### src/dtov_consts.vh
// Constants of the definite-time overvoltage trip block
`ifndef DTOV_CONSTS_VH
`define DTOV_CONSTS_VH

// ----------------------------------------------------------------
// Register byte offsets
// ----------------------------------------------------------------
`define DTOV_OFS_CTRL 5'h00
`define DTOV_OFS_THR 5'h04
`define DTOV_OFS_DLY 5'h08
`define DTOV_OFS_STAT 5'h0C
`define DTOV_OFS_ISTAT 5'h10
`define DTOV_OFS_IMASK 5'h14

// ----------------------------------------------------------------
// Control fields and reset values
// ----------------------------------------------------------------
`define DTOV_CTRL_STONLY 0
`define DTOV_CTRL_RENA 1
`define DTOV_CTRL_RSTONLY 2
`define DTOV_CTRL_DELTA 3
`define DTOV_CTRL_RST 4'h2

// ----------------------------------------------------------------
// Residual settings
// ----------------------------------------------------------------
`define DTOV_THR_MIN 6'h02
`define DTOV_THR_MAX 6'h3C
`define DTOV_THR_RST 6'h1E
`define DTOV_DLY_MAX 16'hEA60
`define DTOV_DLY_RST 16'h0064
`define DTOV_PCT_SCALE 8'h64

// ----------------------------------------------------------------
// Status and interrupt bits
// ----------------------------------------------------------------
`define DTOV_EV_GST 0
`define DTOV_EV_GTR 1
`define DTOV_EV_RST_ST 2
`define DTOV_EV_RTR 3
`define DTOV_EV_W 4
`define DTOV_IMASK_RST 4'h0

// ----------------------------------------------------------------
// Timing
// ----------------------------------------------------------------
`define DTOV_CLK_NS 10
`define DTOV_TICK_NS 1000000
`define DTOV_MS_CYCLES (`DTOV_TICK_NS / `DTOV_CLK_NS)

`endif

### src/dtov_resid.v
// Residual overvoltage start and delay timer stage
`timescale 1ns/10ps
`default_nettype none

module dtov_resid #(
    parameter RMS_W = 16,
    parameter DLY_W = 16,
    parameter [7:0] PCT_SCALE = 8'h64
) (
    input wire mclk,
    input wire rst,
    input wire ms_tick,
    input wire enable,
    input wire block,
    input wire [RMS_W-1:0] residual_rms_in,
    input wire [5:0] thr_pct,
    input wire [DLY_W-1:0] delay_ms,
    output reg residual_start,
    output reg residual_trip
);

// ----------------------------------------------------------------
// Threshold compare
// ----------------------------------------------------------------
wire [13:0] thr_lvl;
wire over;
reg [DLY_W-1:0] cnt_ff;
reg [DLY_W-1:0] nxt_cnt;

assign thr_lvl = thr_pct * PCT_SCALE;
// Precomputed magnitude compared directly
assign over = enable & ~block & (residual_rms_in > {{(RMS_W-14){1'b0}}, thr_lvl});

// ----------------------------------------------------------------
// Delay timer
// ----------------------------------------------------------------
always @* begin
    nxt_cnt = cnt_ff;
    if (!over) begin
        nxt_cnt = {DLY_W{1'b0}};
    end else if (ms_tick && cnt_ff <= delay_ms) begin
        nxt_cnt = cnt_ff + {{(DLY_W-1){1'b0}}, 1'b1};
    end
end

always @(posedge mclk) begin
    if (rst) begin
        cnt_ff <= {DLY_W{1'b0}};
        residual_start <= 1'b0;
        residual_trip <= 1'b0;
    end else begin
        cnt_ff <= nxt_cnt;
        residual_start <= over;
        // First tick may come at once, so a full delay needs one tick more
        residual_trip <= over & ((delay_ms == {DLY_W{1'b0}}) | (nxt_cnt > delay_ms));
    end
end

endmodule // dtov_resid

`default_nettype wire

### src/dtov_top.v
// Definite-time overvoltage decision logic with register slave
//
// The register addresses and register access over Avalon-MM were decided locally.
`timescale 1ns/10ps
`default_nettype none
`include "dtov_consts.vh"

module dtov_top #(
    parameter MS_CYCLES = `DTOV_MS_CYCLES,
    parameter RMS_W = 16
) (
    input wire mclk,
    input wire rst,
    input wire [4:0] avs_address,
    input wire avs_read,
    input wire avs_write,
    input wire [31:0] avs_writedata,
    input wire [3:0] avs_byteenable,
    output reg [31:0] avs_readdata,
    output reg avs_waitrequest,
    input wire phase_a_start_in,
    input wire phase_b_start_in,
    input wire phase_c_start_in,
    input wire phase_a_trip_in,
    input wire phase_b_trip_in,
    input wire phase_c_trip_in,
    input wire block_in,
    input wire [RMS_W-1:0] residual_rms_in,
    input wire residual_block_in,
    output reg phase_a_start,
    output reg phase_b_start,
    output reg phase_c_start,
    output reg general_start,
    output reg general_trip,
    output reg residual_general_start,
    output reg residual_general_trip,
    output reg irq
);

// ----------------------------------------------------------------
// Declarations
// ----------------------------------------------------------------
reg [3:0] ctrl_ff;
reg [5:0] thr_ff;
reg [15:0] dly_ff;
reg [`DTOV_EV_W-1:0] istat_ff;
reg [`DTOV_EV_W-1:0] imask_ff;
reg [`DTOV_EV_W-1:0] prev_ff;
reg [31:0] ms_cnt_ff;
reg ms_tick_ff;
reg [31:0] nxt_rdata;
reg [31:0] wmask;
reg [31:0] ctrl_wv;
reg [31:0] thr_wv;
reg [31:0] dly_wv;
reg [31:0] imask_wv;
reg [5:0] nxt_thr;
reg [15:0] nxt_dly;
reg [`DTOV_EV_W-1:0] nxt_istat;
reg [`DTOV_EV_W-1:0] w1c;
reg [`DTOV_EV_W-1:0] nxt_imask;
wire acc_wr;
wire start_only;
wire res_enable;
wire res_start_only;
wire ph_any_start;
wire ph_any_trip;
wire nxt_gstart;
wire nxt_gtrip;
wire res_start;
wire res_trip;
wire nxt_rgstart;
wire nxt_rgtrip;
wire [`DTOV_EV_W-1:0] ev_level;
wire [`DTOV_EV_W-1:0] ev_rise;

// ----------------------------------------------------------------
// Millisecond enable divider
// ----------------------------------------------------------------
always @(posedge mclk) begin
    if (rst) begin
        ms_cnt_ff <= 32'h00000000;
        ms_tick_ff <= 1'b0;
    end else if (ms_cnt_ff == MS_CYCLES - 1) begin
        ms_cnt_ff <= 32'h00000000;
        ms_tick_ff <= 1'b1;
    end else begin
        ms_cnt_ff <= ms_cnt_ff + 32'h00000001;
        ms_tick_ff <= 1'b0;
    end
end

// ----------------------------------------------------------------
// Settings decode
// ----------------------------------------------------------------
assign start_only = ctrl_ff[`DTOV_CTRL_STONLY];
assign res_enable = ctrl_ff[`DTOV_CTRL_RENA];
assign res_start_only = ctrl_ff[`DTOV_CTRL_RSTONLY];

// ----------------------------------------------------------------
// Three-phase decision
// ----------------------------------------------------------------
// Channels a, b, c carry L12, L23, L31 when delta mode is set
assign ph_any_start = phase_a_start_in | phase_b_start_in | phase_c_start_in;
assign ph_any_trip = phase_a_trip_in | phase_b_trip_in | phase_c_trip_in;
assign nxt_gstart = ph_any_start & ~block_in;
assign nxt_gtrip = ph_any_trip & ~start_only & ~block_in;

// ----------------------------------------------------------------
// Residual stage
// ----------------------------------------------------------------
dtov_resid #(
    .RMS_W(RMS_W),
    .DLY_W(16),
    .PCT_SCALE(`DTOV_PCT_SCALE)
) u_resid (
    .mclk(mclk),
    .rst(rst),
    .ms_tick(ms_tick_ff),
    .enable(res_enable),
    .block(residual_block_in),
    .residual_rms_in(residual_rms_in),
    .thr_pct(thr_ff),
    .delay_ms(dly_ff),
    .residual_start(res_start),
    .residual_trip(res_trip)
);

assign nxt_rgstart = res_start & ~residual_block_in;
assign nxt_rgtrip = res_trip & ~res_start_only & ~residual_block_in;

// ----------------------------------------------------------------
// Three-phase outputs
// ----------------------------------------------------------------
// Block input silences every three-phase output
always @(posedge mclk) begin
    if (rst) begin
        phase_a_start <= 1'b0;
        phase_b_start <= 1'b0;
        phase_c_start <= 1'b0;
        general_start <= 1'b0;
        general_trip <= 1'b0;
    end else begin
        phase_a_start <= phase_a_start_in & ~block_in;
        phase_b_start <= phase_b_start_in & ~block_in;
        phase_c_start <= phase_c_start_in & ~block_in;
        general_start <= nxt_gstart;
        general_trip <= nxt_gtrip;
    end
end

// ----------------------------------------------------------------
// Residual outputs
// ----------------------------------------------------------------
always @(posedge mclk) begin
    if (rst) begin
        residual_general_start <= 1'b0;
        residual_general_trip <= 1'b0;
    end else begin
        residual_general_start <= nxt_rgstart;
        residual_general_trip <= nxt_rgtrip;
    end
end

// ----------------------------------------------------------------
// Interrupt events
// ----------------------------------------------------------------
assign ev_level = {nxt_rgtrip, nxt_rgstart, nxt_gtrip, nxt_gstart};
assign ev_rise = ev_level & ~prev_ff;

always @* begin
    w1c = {`DTOV_EV_W{1'b0}};
    if (acc_wr && avs_address == `DTOV_OFS_ISTAT && avs_byteenable[0]) begin
        w1c = avs_writedata[`DTOV_EV_W-1:0];
    end
    // A new event wins over a clear in the same cycle
    nxt_istat = (istat_ff & ~w1c) | ev_rise;
end

always @(posedge mclk) begin
    if (rst) begin
        prev_ff <= {`DTOV_EV_W{1'b0}};
        istat_ff <= {`DTOV_EV_W{1'b0}};
        irq <= 1'b0;
    end else begin
        prev_ff <= ev_level;
        istat_ff <= nxt_istat;
        irq <= |(nxt_istat & nxt_imask);
    end
end

// ----------------------------------------------------------------
// Avalon slave handshake
// ----------------------------------------------------------------
// Waitrequest drops for one cycle; the access acts on that edge
assign acc_wr = avs_write & ~avs_waitrequest;

always @(posedge mclk) begin
    if (rst) begin
        avs_waitrequest <= 1'b1;
        avs_readdata <= 32'h00000000;
    end else if ((avs_read | avs_write) && avs_waitrequest) begin
        avs_waitrequest <= 1'b0;
        avs_readdata <= nxt_rdata;
    end else begin
        avs_waitrequest <= 1'b1;
    end
end

// ----------------------------------------------------------------
// Read mux
// ----------------------------------------------------------------
always @* begin
    nxt_rdata = 32'h00000000;
    case (avs_address)
        `DTOV_OFS_CTRL: begin
            nxt_rdata = {28'h0000000, ctrl_ff};
        end
        `DTOV_OFS_THR: begin
            nxt_rdata = {26'h0000000, thr_ff};
        end
        `DTOV_OFS_DLY: begin
            nxt_rdata = {16'h0000, dly_ff};
        end
        `DTOV_OFS_STAT: begin
            nxt_rdata = {23'h000000, res_trip, res_start,
                residual_general_trip, residual_general_start,
                general_trip, general_start,
                phase_c_start, phase_b_start, phase_a_start};
        end
        `DTOV_OFS_ISTAT: begin
            nxt_rdata = {28'h0000000, istat_ff};
        end
        `DTOV_OFS_IMASK: begin
            nxt_rdata = {28'h0000000, imask_ff};
        end
        default: begin
            nxt_rdata = 32'h00000000;
        end
    endcase
end

// ----------------------------------------------------------------
// Write merge and range clamps
// ----------------------------------------------------------------
always @* begin
    wmask = {{8{avs_byteenable[3]}}, {8{avs_byteenable[2]}},
        {8{avs_byteenable[1]}}, {8{avs_byteenable[0]}}};
    ctrl_wv = ({28'h0000000, ctrl_ff} & ~wmask) | (avs_writedata & wmask);
    thr_wv = ({26'h0000000, thr_ff} & ~wmask) | (avs_writedata & wmask);
    dly_wv = ({16'h0000, dly_ff} & ~wmask) | (avs_writedata & wmask);
    imask_wv = ({28'h0000000, imask_ff} & ~wmask) | (avs_writedata & wmask);
    // A mask write reaches irq on the same edge
    nxt_imask = imask_ff;
    if (acc_wr && avs_address == `DTOV_OFS_IMASK) begin
        nxt_imask = imask_wv[`DTOV_EV_W-1:0];
    end
    if (thr_wv < {26'h0000000, `DTOV_THR_MIN}) begin
        nxt_thr = `DTOV_THR_MIN;
    end else if (thr_wv > {26'h0000000, `DTOV_THR_MAX}) begin
        nxt_thr = `DTOV_THR_MAX;
    end else begin
        nxt_thr = thr_wv[5:0];
    end
    if (dly_wv > {16'h0000, `DTOV_DLY_MAX}) begin
        nxt_dly = `DTOV_DLY_MAX;
    end else begin
        nxt_dly = dly_wv[15:0];
    end
end

// ----------------------------------------------------------------
// Setting registers
// ----------------------------------------------------------------
always @(posedge mclk) begin
    if (rst) begin
        ctrl_ff <= `DTOV_CTRL_RST;
        thr_ff <= `DTOV_THR_RST;
        dly_ff <= `DTOV_DLY_RST;
        imask_ff <= `DTOV_IMASK_RST;
    end else if (acc_wr) begin
        case (avs_address)
            `DTOV_OFS_CTRL: begin
                ctrl_ff <= ctrl_wv[3:0];
            end
            `DTOV_OFS_THR: begin
                thr_ff <= nxt_thr;
            end
            `DTOV_OFS_DLY: begin
                dly_ff <= nxt_dly;
            end
            `DTOV_OFS_IMASK: begin
                imask_ff <= nxt_imask;
            end
            default: begin
                imask_ff <= imask_ff;
            end
        endcase
    end
end

endmodule // dtov_top

`default_nettype wire

### config.mk
export PLATFORM = sky130hd
export DESIGN_NAME = dtov_top
export DESIGN_NICKNAME = d
export VERILOG_FILES = /design/src/dtov_resid.v /design/src/dtov_top.v
export VERILOG_INCLUDE_DIRS = /design/src
export SDC_FILE = /design/constraint.sdc
export NUM_CORES = 1
export LEC_CHECK = 0
export ABC_AREA = 1
export ABC_CLOCK_PERIOD_IN_PS = 5100
export BUFFER_PORTS_ARGS = -buffer_cell sky130_fd_sc_hd__buf_2
export CAP_MARGIN = 25
export CORE_MARGIN = 8
export CORE_UTILIZATION = 59
export DETAILED_ROUTE_END_ITERATION = 6
export PLACE_DENSITY_LB_ADDON = 0.2
export SLEW_MARGIN = 20
export SYNTH_ARGS = -nofsm -noshare
export SYNTH_HDL_FRONTEND = slang
export SYNTH_HIERARCHICAL = 1
export SYNTH_SLANG_ARGS = --single-unit
### constraint.sdc
create_clock -name mclk -period 5.1 [get_ports mclk]
set_clock_uncertainty 0.15 [all_clocks]
set_input_delay 1.02 -clock mclk [delete_from_list [all_inputs] [get_ports mclk]]
set_output_delay 1.02 -clock mclk [all_outputs]
set_load 0.02 [all_outputs]
==> results.py <==
metrics = {
    "die": {
        "dieArea_mm2": 0.0173,
        "rows": 42,
        "initial_core_util_pct": 59.8,
        "ioPinCount": 110,
        "coreArea_mm2": 0.0131,
        "fp.dieW_um": 131,
        "fp.dieH_um": 131,
    },
    "detailed_routing": {
        "detail-route-antenna-nets": 0,
        "via_per_inst": 5.21,
        "drt-total-wl_mm": 19.6,
        "firstDrtPassIters": 5,
        "vias": 7554,
        "drc": 0,
        "initialDrtViolationCount": 446,
        "wl_per_cell_um": 13.5,
    },
    "setup_path": {
        "slowest_delay_ps": 440,
        "criticalPathCategory": "reg -> reg",
        "cp-start-kind": "flip-flop",
        "critPathSlowestCell": "fa_2",
        "required_ps": 5240,
        "cp_max_fo": 17,
        "worstPathArrival_ps": 4860,
        "crit_top_cell": "nand2_1",
        "regToRegSetupSlack_ps": 380,
        "cp-end-kind": "flip-flop",
    },
    "placed_design": {
        "place_congestion": 0.933,
        "hpwl_mm": 15.7,
        "port_buffers": 93,
    },
    "cells_and_area": {
        "syn_to_final_growth_pct": 10.6,
        "final_common_cell": "nand2_1",
        "most-common-layout-cells": "308 x nand2_1, 169 x inv_1, 120 x nor2_1",
        "drive_gt1_share_pct": 16.3,
        "final_nets": 1407,
        "antenna_cells": 0,
    },
    "sta": {
        "maxSlewViolCount": 0,
        "hold_viol": 0,
        "finalCritPeriodShare_pct": 92.6,
        "rsz0062_at_grt": "no",
        "hold-worst-slack_ps": 317,
        "relSlewSlack_pct": 36.8,
        "worst_pin_slew_ps": 945,
        "timing.fmax_mhz": 212,
        "setup_viol": 0,
        "min_period_ps": 4720,
        "setup-tns-final_ps": 0,
    },
    "clock_tree": {
        "cts_setup_buffers": 0,
        "root_buffer": "clkbuf_16",
        "clockBufferDepth": 2,
        "cts_hold_buf": 0,
        "cts_tree": "done",
        "clock_latency_ps": 360,
        "cts_buffers": 9,
        "cts_sinks": 110,
        "htree_num_levels": 3,
        "clk_pin_slew_ps": 80,
    },
    "power": {
        "p_leak_nw": 4.22,
        "p_per_area_mw_per_mm2": 200,
        "vdd_drop_max_mv": 0.242,
        "power_mw": 1.74,
    },
    "yosys": {
        "synth-edff-count": 0,
        "synth_area_leaders": "dfxtp_1 28%, nand2_1 15%, ha_1 11%",
        "syn_area_mm2": 0.00785,
        "yosysWarnings": 6,
        "ys_async_sr_fraction_pct": 0,
        "avgSynthCellArea_um2": 6.62,
        "ys_types": 51,
        "synth.largest_area_cell": "dfxtp_1",
        "synth-seq-cells": 110,
        "ys.flop_type": "dfxtp_1",
        "synth-seq-area-share_pct": 28.1,
        "postSynthCellCount": 1186,
        "yosys.area.top_type_share_pct": 28.1,
    },
    "global_route": {
        "grt_max_degree": 58,
        "gr-total-overflow": 0,
        "grt_pass1_vias": 7036,
        "grt_use_total_pct": 22.3,
        "antenna_found_initial": 0,
        "grt_first_pass_wirelength_mm": 32.7,
    },
    "run_status": {
        "status": "finished, final reports clean",
    },
    "flow_run": {
        "drv_cap": 0,
    },
    "min_path": {
        "hold_path.class": "reg -> reg",
    },
}
-- final timing paths --
check | cells past startpoint | from | endpoint
min reg2reg | 2 | avs_readdata[1]$_SDFFE_PP0P_ | avs_readdata[1]$_SDFFE_PP0P_
max | 29 | thr_ff[1]$_SDFFE_PP1P_ | u_resid/residual_trip$_SDFF_PP0_
max reg2reg | 29 | thr_ff[1]$_SDFFE_PP1P_ | u_resid/residual_trip$_SDFF_PP0_
min | 2 | avs_readdata[1]$_SDFFE_PP0P_ | avs_readdata[1]$_SDFFE_PP0P_
-- layout make-up --
type | count | area, µm²
clock inverters | 6 | 51.3
inverters | 173 | 654
flip-flops and latches | 110 | 2210
fillers | 1227 | 4450
well taps | 176 | 220
repair buffers | 100 | 538
clock buffers | 9 | 225
multi-input cells | 875 | 4790
-- worst max-delay path: cells and delay by family, from the launching register on --
kind	cells	cell delay (ps)
flip-flops	1	370
buffers and inverters	4	310
AO/OA/AOI/OAI	4	500
XOR/XNOR	1	80
adder cells (fa/ha/maj)	6	1930
AND/OR/NAND/NOR	14	1320
-- cells in the mapped netlist (all sizes together), types with 2 or more instances --
cell type,n
nand4,18
nor2,142
o21a,5
nand2,331
a22oi,3
xnor2,6
nor4,8
nor3,27
xor2,8
o21bai,2
inv,173
clkbuf,9
dfxtp,110
or2,10
a21oi,90
o22ai,5
ha,68
o211ai,3
nor3b,5
o21ai,45
buf,34
nand3,77
-- per-stage QoR --
step / setup WS, ps / instance area [µm²] / cells / utilization (%)
3_3_place_gp: 339 / 8350 / 1433 / 63.6
2_1_floorplan: 584 / 7910 / 1201 / -
6_report: 380 / 8680 / 1449 / 66.1
3_5_place_dp: 152 / 8370 / 1434 / 63.7
5_1_grt: 43.2 / 8680 / 1449 / 66.1
4_1_cts: 131 / 8640 / 1449 / 65.8
-- kinds of logic after synthesis --
group | Yosys count | synth area share, %
XOR/XNOR | 14 | 1.56
adder cells (fa/ha/maj) | 69 | 11.1
AO/OA/AOI/OAI | 156 | 11.1
buffers and inverters | 216 | 12.1
flip-flops | 110 | 28.1
other | 1 | 0.0478
AND/OR/NAND/NOR | 620 | 36.1
-- flip-flops by register name, indices dropped and copies added, names as in the netlist, 3 cells and up, named ones only --
| signal | count |
|---|---|
| avs_readdata | 16 |
| dly_ff | 16 |
| imask_ff | 4 |
| istat_ff | 4 |
| ms_cnt_ff | 32 |
| prev_ff | 3 |
| thr_ff | 6 |
| u_resid/cnt_ff | 16 |
-- routing by layer --
metal	wire [µm]	track usage, %	part of all wire [%]
met1	9140	28.1	47
met2	8820	36.9	45
met3	1150	4.99	5.9
met4	448	7.34	2.3
met5	0	0	0
-- power breakdown --
group / internal [mW] / leakage [nW] / switching [mW] / total (mW)
clock: 0.338 / 0.139 / 0.340 / 0.678
sequential: 0.867 / 0.888 / 0.00658 / 0.873
combinational: 0.0629 / 3.20 / 0.122 / 0.185
total: 1.27 / 4.22 / 0.469 / 1.74
-- repair_timing --
| action | in CTS | in global routing |
|---|---|---|
| gates resized for setup | 0 | 10 |
| endpoints found under the hold margin | 0 | 0 |
| setup endpoints to repair | 0 | 1 |
(Power assumes the default switching activity.)
